$ cat src/rtl/pfb_pkg.sv
// Package with pin widths, timing figures and cycle counts for the page flash bus host.
package pfb_pkg;
   localparam int unsigned CLK_PERIOD_NS = 10;
   localparam int unsigned ADDR_W = 20;
   localparam int unsigned DATA_W = 32;
   localparam int unsigned HALF_W = 16;
   localparam int unsigned PAGE_LO_BIT = 2;
   localparam int unsigned TOP_PIN = 31;
   localparam int unsigned RANDOM_ACCESS_TIME_NS = 70;
   localparam int unsigned PAGE_ACCESS_TIME_NS = 25;
   localparam int unsigned SELECT_ACCESS_TIME_NS = 70;
   localparam int unsigned WRITE_PULSE_NS = 35;
   localparam int unsigned RECOVERY_NS = 20;
   localparam int unsigned RANDOM_CYC = (RANDOM_ACCESS_TIME_NS + CLK_PERIOD_NS - 1) / CLK_PERIOD_NS;
   localparam int unsigned PAGE_CYC = (PAGE_ACCESS_TIME_NS + CLK_PERIOD_NS - 1) / CLK_PERIOD_NS;
   localparam int unsigned SELECT_CYC = (SELECT_ACCESS_TIME_NS + CLK_PERIOD_NS - 1) / CLK_PERIOD_NS;
   localparam int unsigned WRITE_CYC = (WRITE_PULSE_NS + CLK_PERIOD_NS - 1) / CLK_PERIOD_NS;
   localparam int unsigned RECOVERY_CYC = (RECOVERY_NS + CLK_PERIOD_NS - 1) / CLK_PERIOD_NS;
   localparam int unsigned SYNC_CYC = 2;
   localparam int unsigned CNT_W = 4;
   localparam logic [3:0] CNT_ZERO = 4'h0;
   localparam logic [31:0] DATA_ZERO = 32'h0000_0000;
   localparam logic [19:0] ADDR_ZERO = 20'h0_0000;
   typedef enum logic [4:0] {
      PFB_IDLE = 5'b0_0001,
      PFB_RD = 5'b0_0010,
      PFB_WR = 5'b0_0100,
      PFB_REC = 5'b0_1000,
      PFB_DONE = 5'b1_0000
   } pfb_state_t;
endpackage

$ cat src/rtl/pfb_wait_cnt.sv
// Down counter that times one access phase in clock cycles.
module pfb_wait_cnt (
   input wire logic i_ref_clk,
   input wire logic i_rst_b,
   input wire logic i_en,
   input wire logic i_load,
   input wire logic [3:0] i_count,
   output logic o_zero
);
   logic [3:0] cnt_ff;

   // Loads a count, then counts down to zero and holds there.
   always_ff @(posedge i_ref_clk or negedge i_rst_b) begin
      if (!i_rst_b) begin
         cnt_ff <= pfb_pkg::CNT_ZERO;
      end else if (i_en) begin
         if (i_load) begin
            cnt_ff <= i_count;
         end else if (cnt_ff != pfb_pkg::CNT_ZERO) begin
            cnt_ff <= cnt_ff - 4'h1;
         end
      end
   end

   assign o_zero = (cnt_ff == pfb_pkg::CNT_ZERO);
endmodule

$ cat src/rtl/pfb_host.sv
// Host controller that drives the page mode flash through its strobes, address and data pins.
// Overview of operation
// - Read by driving select and gate low.
// - Hold write strobe high while reading.
// - Address bits 19..0, plus low half.
// - Word mode: bits 1..0 pick word.
// - Half mode: A1,A0,low half pick word.
// - Write with strobe, select low, gate high.
module pfb_host (
   input wire logic i_ref_clk,
   input wire logic i_rst_b,
   input wire logic i_clk_en,
   input wire logic i_half_mode,
   input wire logic i_req,
   input wire logic i_req_write,
   input wire logic [20:0] i_req_addr,
   input wire logic [31:0] i_req_wdata,
   input wire logic i_req_keep_select,
   output logic o_req_ready,
   output logic o_rsp_valid,
   output logic [31:0] o_rsp_rdata,
   output logic o_chip_select_n,
   output logic o_output_gate_n,
   output logic o_write_strobe_n,
   output logic o_width_select_n,
   output logic [19:0] o_addr,
   output logic [31:0] o_data_out,
   output logic [31:0] o_data_oe,
   input wire logic [31:0] i_data_in
);
   pfb_pkg::pfb_state_t state_ff;
   pfb_pkg::pfb_state_t nxt_state;
   logic sel_ff;
   logic gate_ff;
   logic wr_ff;
   logic half_ff;
   logic [19:0] addr_ff;
   logic low_half_ff;
   logic [31:0] wdata_ff;
   logic [31:0] rdata_ff;
   logic page_valid_ff;
   logic [17:0] page_ff;
   logic [31:0] din_meta_ff;
   logic [31:0] din_sync_ff;
   logic load;
   logic [3:0] load_count;
   logic wait_done;
   logic hit;

   // Page of a request is formed from address bits 19 down to 2, or 20 down to 3 in half mode.
   function automatic logic [17:0] page_of(input logic [20:0] a, input logic half);
      page_of = half ? a[20:3] : a[19:2];
   endfunction

   // Word address on the pins, with the extra low bit split out in half mode.
   function automatic logic [19:0] pins_of(input logic [20:0] a, input logic half);
      pins_of = half ? a[20:1] : a[19:0];
   endfunction

   pfb_wait_cnt u_wait (
      .i_ref_clk(i_ref_clk),
      .i_rst_b(i_rst_b),
      .i_en(i_clk_en),
      .i_load(load),
      .i_count(load_count),
      .o_zero(wait_done)
   );

   assign hit = page_valid_ff && sel_ff && !i_req_write && (page_of(i_req_addr, half_ff) == page_ff);

   // Chooses the next phase and the length of its wait.
   always_comb begin
      nxt_state = state_ff;
      load = 1'b0;
      load_count = pfb_pkg::CNT_ZERO;
      case (state_ff)
         pfb_pkg::PFB_IDLE: begin
            if (i_req) begin
               load = 1'b1;
               if (i_req_write) begin
                  nxt_state = pfb_pkg::PFB_WR;
                  load_count = 4'(pfb_pkg::WRITE_CYC);
               end else begin
                  nxt_state = pfb_pkg::PFB_RD;
                  // Full time on a new page or after select rose, short time on a hit.
                  // The wait also covers the two stages of the data pin synchroniser.
                  load_count = hit ? 4'(pfb_pkg::PAGE_CYC + pfb_pkg::SYNC_CYC) :
                     4'(pfb_pkg::RANDOM_CYC + pfb_pkg::SYNC_CYC);
               end
            end
         end
         pfb_pkg::PFB_RD: begin
            if (wait_done && !load) begin
               nxt_state = pfb_pkg::PFB_DONE;
            end
         end
         pfb_pkg::PFB_WR: begin
            if (wait_done) begin
               nxt_state = pfb_pkg::PFB_REC;
               load = 1'b1;
               load_count = 4'(pfb_pkg::RECOVERY_CYC);
            end
         end
         pfb_pkg::PFB_REC: begin
            if (wait_done) begin
               nxt_state = pfb_pkg::PFB_DONE;
            end
         end
         pfb_pkg::PFB_DONE: begin
            nxt_state = pfb_pkg::PFB_IDLE;
         end
         default: begin
            nxt_state = pfb_pkg::PFB_IDLE;
         end
      endcase
   end

   always_ff @(posedge i_ref_clk or negedge i_rst_b) begin
      if (!i_rst_b) begin
         state_ff <= pfb_pkg::PFB_IDLE;
      end else if (i_clk_en) begin
         state_ff <= nxt_state;
      end
   end

   // Strobe levels for each phase.
   always_ff @(posedge i_ref_clk or negedge i_rst_b) begin
      if (!i_rst_b) begin
         sel_ff <= 1'b0;
         gate_ff <= 1'b0;
         wr_ff <= 1'b0;
      end else if (i_clk_en) begin
         case (nxt_state)
            pfb_pkg::PFB_RD: begin
               sel_ff <= 1'b1;
               gate_ff <= 1'b1;
               wr_ff <= 1'b0;
            end
            pfb_pkg::PFB_WR: begin
               sel_ff <= 1'b1;
               gate_ff <= 1'b0;
               wr_ff <= 1'b1;
            end
            pfb_pkg::PFB_REC: begin
               gate_ff <= 1'b0;
               wr_ff <= 1'b0;
            end
            pfb_pkg::PFB_DONE: begin
               gate_ff <= 1'b0;
               wr_ff <= 1'b0;
               // Dropping select ends page reuse on the next access.
               sel_ff <= i_req_keep_select && (state_ff == pfb_pkg::PFB_RD);
            end
            default: begin
               gate_ff <= 1'b0;
               wr_ff <= 1'b0;
            end
         endcase
      end
   end

   // Address and write data are captured when a request is taken, mode while idle without a request.
   always_ff @(posedge i_ref_clk or negedge i_rst_b) begin
      if (!i_rst_b) begin
         addr_ff <= pfb_pkg::ADDR_ZERO;
         low_half_ff <= 1'b0;
         half_ff <= 1'b0;
         wdata_ff <= pfb_pkg::DATA_ZERO;
      end else if (i_clk_en) begin
         if (state_ff == pfb_pkg::PFB_IDLE && !i_req) begin
            half_ff <= i_half_mode;
         end
         if (state_ff == pfb_pkg::PFB_IDLE && i_req) begin
            addr_ff <= pins_of(i_req_addr, half_ff);
            low_half_ff <= i_req_addr[0];
            wdata_ff <= i_req_wdata;
         end
      end
   end

   // Remembers the open page while select stays low after a read.
   always_ff @(posedge i_ref_clk or negedge i_rst_b) begin
      if (!i_rst_b) begin
         page_valid_ff <= 1'b0;
         page_ff <= 18'h0_0000;
      end else if (i_clk_en) begin
         if (state_ff == pfb_pkg::PFB_IDLE && i_req && !i_req_write) begin
            page_valid_ff <= 1'b1;
            page_ff <= page_of(i_req_addr, half_ff);
         end else if (!sel_ff || state_ff == pfb_pkg::PFB_WR) begin
            page_valid_ff <= 1'b0;
         end
      end
   end

   // Data pins pass two flip-flops before the read value is taken.
   always_ff @(posedge i_ref_clk or negedge i_rst_b) begin
      if (!i_rst_b) begin
         din_meta_ff <= pfb_pkg::DATA_ZERO;
         din_sync_ff <= pfb_pkg::DATA_ZERO;
      end else if (i_clk_en) begin
         din_meta_ff <= i_data_in;
         din_sync_ff <= din_meta_ff;
      end
   end

   // Read data is the full word, or the low half in half mode.
   always_ff @(posedge i_ref_clk or negedge i_rst_b) begin
      if (!i_rst_b) begin
         rdata_ff <= pfb_pkg::DATA_ZERO;
      end else if (i_clk_en && state_ff == pfb_pkg::PFB_RD && wait_done) begin
         rdata_ff <= half_ff ? {16'h0000, din_sync_ff[15:0]} : din_sync_ff;
      end
   end

   assign o_chip_select_n = !sel_ff;
   assign o_output_gate_n = !gate_ff;
   assign o_write_strobe_n = !wr_ff;
   assign o_width_select_n = !half_ff;
   assign o_addr = addr_ff;
   // Top pin carries the low half address in half mode, upper pins stay undriven then.
   assign o_data_out = half_ff ? {low_half_ff, 15'h0000, wdata_ff[15:0]} : wdata_ff;
   assign o_data_oe = half_ff ? {1'b1, 15'h0000, {16{wr_ff}}} : {32{wr_ff}};
   assign o_req_ready = (state_ff == pfb_pkg::PFB_IDLE);
   assign o_rsp_valid = (state_ff == pfb_pkg::PFB_DONE);
   assign o_rsp_rdata = rdata_ff;
endmodule

$ cat config.mk
export PLATFORM = sky130hd
export DESIGN_NAME = pfb_host
export DESIGN_NICKNAME = d
export VERILOG_FILES = /design/src/rtl/pfb_pkg.sv /design/src/rtl/pfb_wait_cnt.sv /design/src/rtl/pfb_host.sv
export SDC_FILE = /design/constraint.sdc
export NUM_CORES = 1
export LEC_CHECK = 0
export BUFFER_PORTS_ARGS = -buffer_cell sky130_fd_sc_hd__buf_2
export CELL_PAD_IN_SITES_DETAIL_PLACEMENT = 1
export CELL_PAD_IN_SITES_GLOBAL_PLACEMENT = 1
export CORE_ASPECT_RATIO = 1.1
export CORE_UTILIZATION = 44
export DETAILED_ROUTE_END_ITERATION = 6
export GPL_TIMING_DRIVEN = 0
export PLACE_DENSITY_LB_ADDON = 0.1
export REMOVE_ABC_BUFFERS = 1
export SLEW_MARGIN = 20
export SYNTH_ARGS = -nofsm -noshare
export SYNTH_HDL_FRONTEND = slang
export SYNTH_SLANG_ARGS = --single-unit
$ cat constraint.sdc
create_clock -name i_ref_clk -period 4 [get_ports i_ref_clk]
set_input_delay 0.4 -clock i_ref_clk [delete_from_list [all_inputs] [get_ports i_ref_clk]]
set_output_delay 0.4 -clock i_ref_clk [all_outputs]
set_load 0.01 [all_outputs]
==> impl_metrics.toml <==
[status]
outcome = "complete, no violations"

[die]
core-area_um2 = 17700
die_h_um = 143
initial_core_util_pct = 45.0
ios = 214
dieArea_um2 = 18600
fp.dieW_um = 130
row_count = 51

[pwr]
power.density_nw_per_um2 = 697
finalPower_mw = 6.68
p_leak_nw = 4.69
ir_worst_vdd_mv = 0.298

[worst_setup_path]
critPathCapture = "u_wait.cnt_ff[3]"
crit_fanout = 32
r2r_cells = 6
r2r_end = "u_wait.cnt_ff[3]"
slowest_delay_ns = 0.63
required_ns = 4.30
r2r-start = "half_ff"
critPathLaunchType = "flop"
path_cells = "buf_12 -> inv_1 -> a211oi_1 -> a22oi_1 -> or3_1 -> o31a_1"
crit_start = "half_ff"
critPathKind = "reg -> reg"
cp.arrival_ns = 2.96
critPathCaptureType = "flop"
rrSetupSlack_ns = 1.34
crit_slowest_cell = "dfrtp_2"

[global_routing]
grt_start_max_net_pins = 97
grt.overflow.total = 0
groute.usage.overall_pct = 20.7
grt_pass1_vias = 5947
antenna_found_initial = 2
grt_pass1_wl_um = 29800

[logic_synthesis]
synth_cells = 661
synth_edf_count = 0
post_synth_num_cell_types = 46
yosys_warnings = 0
ys_ff_latch = 181
ys.flop_type = "dfrtp_1"
synth_async_sr_flop_share_pct = 100
netlist_area_um2 = 7960
yosysSeqAreaShare_pct = 56.9
avgSynthCellArea_um2 = 12.0

[clocking]
clkTransAtPathRegs_ns = 0.07
clock_sinks = 181
cts_tree = "built"
clk_path_buf_depth = 2
clock_latency_ns = 0.42
cts_max_level = 4
numCtsBuffers = 17
root_buffer = "clkbuf_16"

[flow_run]
cap_viol_max_count = 0

[timing]
timing.slew.headroom_pct = 43.8
finalSetupViolations = 0
worst_pin_slew_ns = 0.842
finalCriticalPeriod_ns = 2.66
rsz0062_at_grt = "false"
slew_viol_final = 0
min_period_over_period_pct = 66.6
clock_skew_ns = 0.00675
max_freq_mhz = 375
hold_violations = 0

[hold_path]
hold_class = "in -> reg"

[route]
drc = 0
drtIter0Drc = 188
firstDrtPassIters = 4
viasPerCell = 5.08
drt_wl_total_um = 18100
wire_per_inst_um = 16.9
num_vias = 5448
ant_nets = 0

[placement]
placedCellCount = 1037
dp_hpwl_um = 12800
gp_congestion = 0.822
io_buffers = 213

[layout]
drive_above_1_share_pct = 44.6
nets = 912
layoutNonFillerInstCount = 1072
syn2layout_area_growth_pct = 20.4
==> critical path: cells and delay by family, from the launching register on <==
kind            cells  cell delay, ns
buf+inv             2            0.68
simple gates        1            0.44
flops               1            0.63
compound gates      3            0.77
==> registers in the layout, summed over array words and instances (netlist names), 4 cells and up <==
name,flops
din_sync_ff,32
din_meta_ff,32
o_rsp_rdata,32
page_ff,18
u_wait.cnt_ff,4
o_addr,20
state_ff,5
wdata_ff,32
==> logic make-up after synthesis <==
group / share of synthesized area (%)
DFF: 56.9
muxes: 19.3
and+or+nand+nor: 7.55
AOI/OAI and AO/OA: 6.98
buffers and inverters: 6.90
xor gates and xnor gates: 2.20
adders and majority gates: 0.157
==> layer usage <==
metal,vias to the layer above,GRT usage [%],wire length (um)
met1,2768,23.5,7130
li1,2530,-,-
met3,26,6.18,1030
met4,0,6.92,403
met2,124,36.7,9580
met5,-,0,0
==> Yosys cell counts, types with 5 or more instances <==
library cell	count	area [um2]
nor3_1	8	40.0
inv_1	16	60.1
nor2b_1	15	93.8
buf_2	10	50.1
clkbuf_1	17	63.8
mux2i_1	24	240
mux2_2	115	1290
xnor2_1	14	123
dfrtp_1	180	4500
nor2_1	24	90.1
nand2_1	61	229
buf_4	46	345
xor2_1	6	52.6
a21oi_1	25	125
buf_1	5	18.8
o21ai_0	49	245
==> power breakdown <==
group	switching, mW	internal [mW]	total [mW]	leakage (nW)
Sequential	0.382	2.39	2.77	2.20
Combinational	1.18	1.06	2.24	2.20
Clock	0.720	0.949	1.67	0.294
Total	2.28	4.40	6.68	4.69
==> cells in the final DEF (no fill, tap or decap), types with 4 or more instances in the layout <==
cell,count
buf_2,211
dfrtp_1,179
mux2_2,115
nand2_1,61
o21ai_0,49
a21oi_1,25
nor2_1,24
mux2i_1,24
clkbuf_16,17
inv_1,16
nor2b_1,15
xnor2_1,14
nor3_1,8
xor2_1,6
clkinv_4,4
==> area by class of cell <==
class / instances / area, um2
clock inverters: 13 / 148
diodes: 2 / 5.00
multi-input cells: 385 / 2910
repair buffers: 218 / 1190
well taps: 238 / 298
inverters: 16 / 60.1
clock buffers: 19 / 443
flip-flops and latches: 181 / 4530
fillers: 1945 / 8090
==> stage by stage <==
stage | instance area (um2) | util (%) | setup WS (ns) | hold slack [ns] | TNS, ns
after global routing | 9580 | 54.2 | 1.22 | 0.187 | 0
after global placement | 8830 | 50.0 | -2.81 | 0.456 | -197.56
after floorplan | 7470 | - | 0.0812 | 0.104 | 0
after detailed placement | 8980 | 50.8 | 1.30 | 0.447 | 0
final | 9590 | 54.2 | 1.34 | 0.211 | 0
after CTS | 9580 | 54.2 | 1.32 | 0.195 | 0
==> what timing repair did <==
| action | in CTS | in global routing |
|---|---|---|
| setup endpoints to repair | 0 | 0 |
| hold buffers | 1 | 0 |
| buffers inserted | 0 | 0 |
| gates resized for setup | 0 | 0 |
| hold endpoints to repair | 3 | 0 |
==> worst min path at each step <==
stage / from / to / cells past startpoint
after floorplan: i_rst_b / din_meta_ff[0] / 0
after global placement: o_addr[12] / o_addr[12] / 2
after detailed placement: i_rst_b / wdata_ff[24] / 1
after CTS: i_data_in[13] / din_meta_ff[13] / 2
after global routing: i_data_in[10] / din_meta_ff[10] / 2
final: i_data_in[29] / din_meta_ff[29] / 2
No activity file was read; power rests on OpenSTA's default activity.
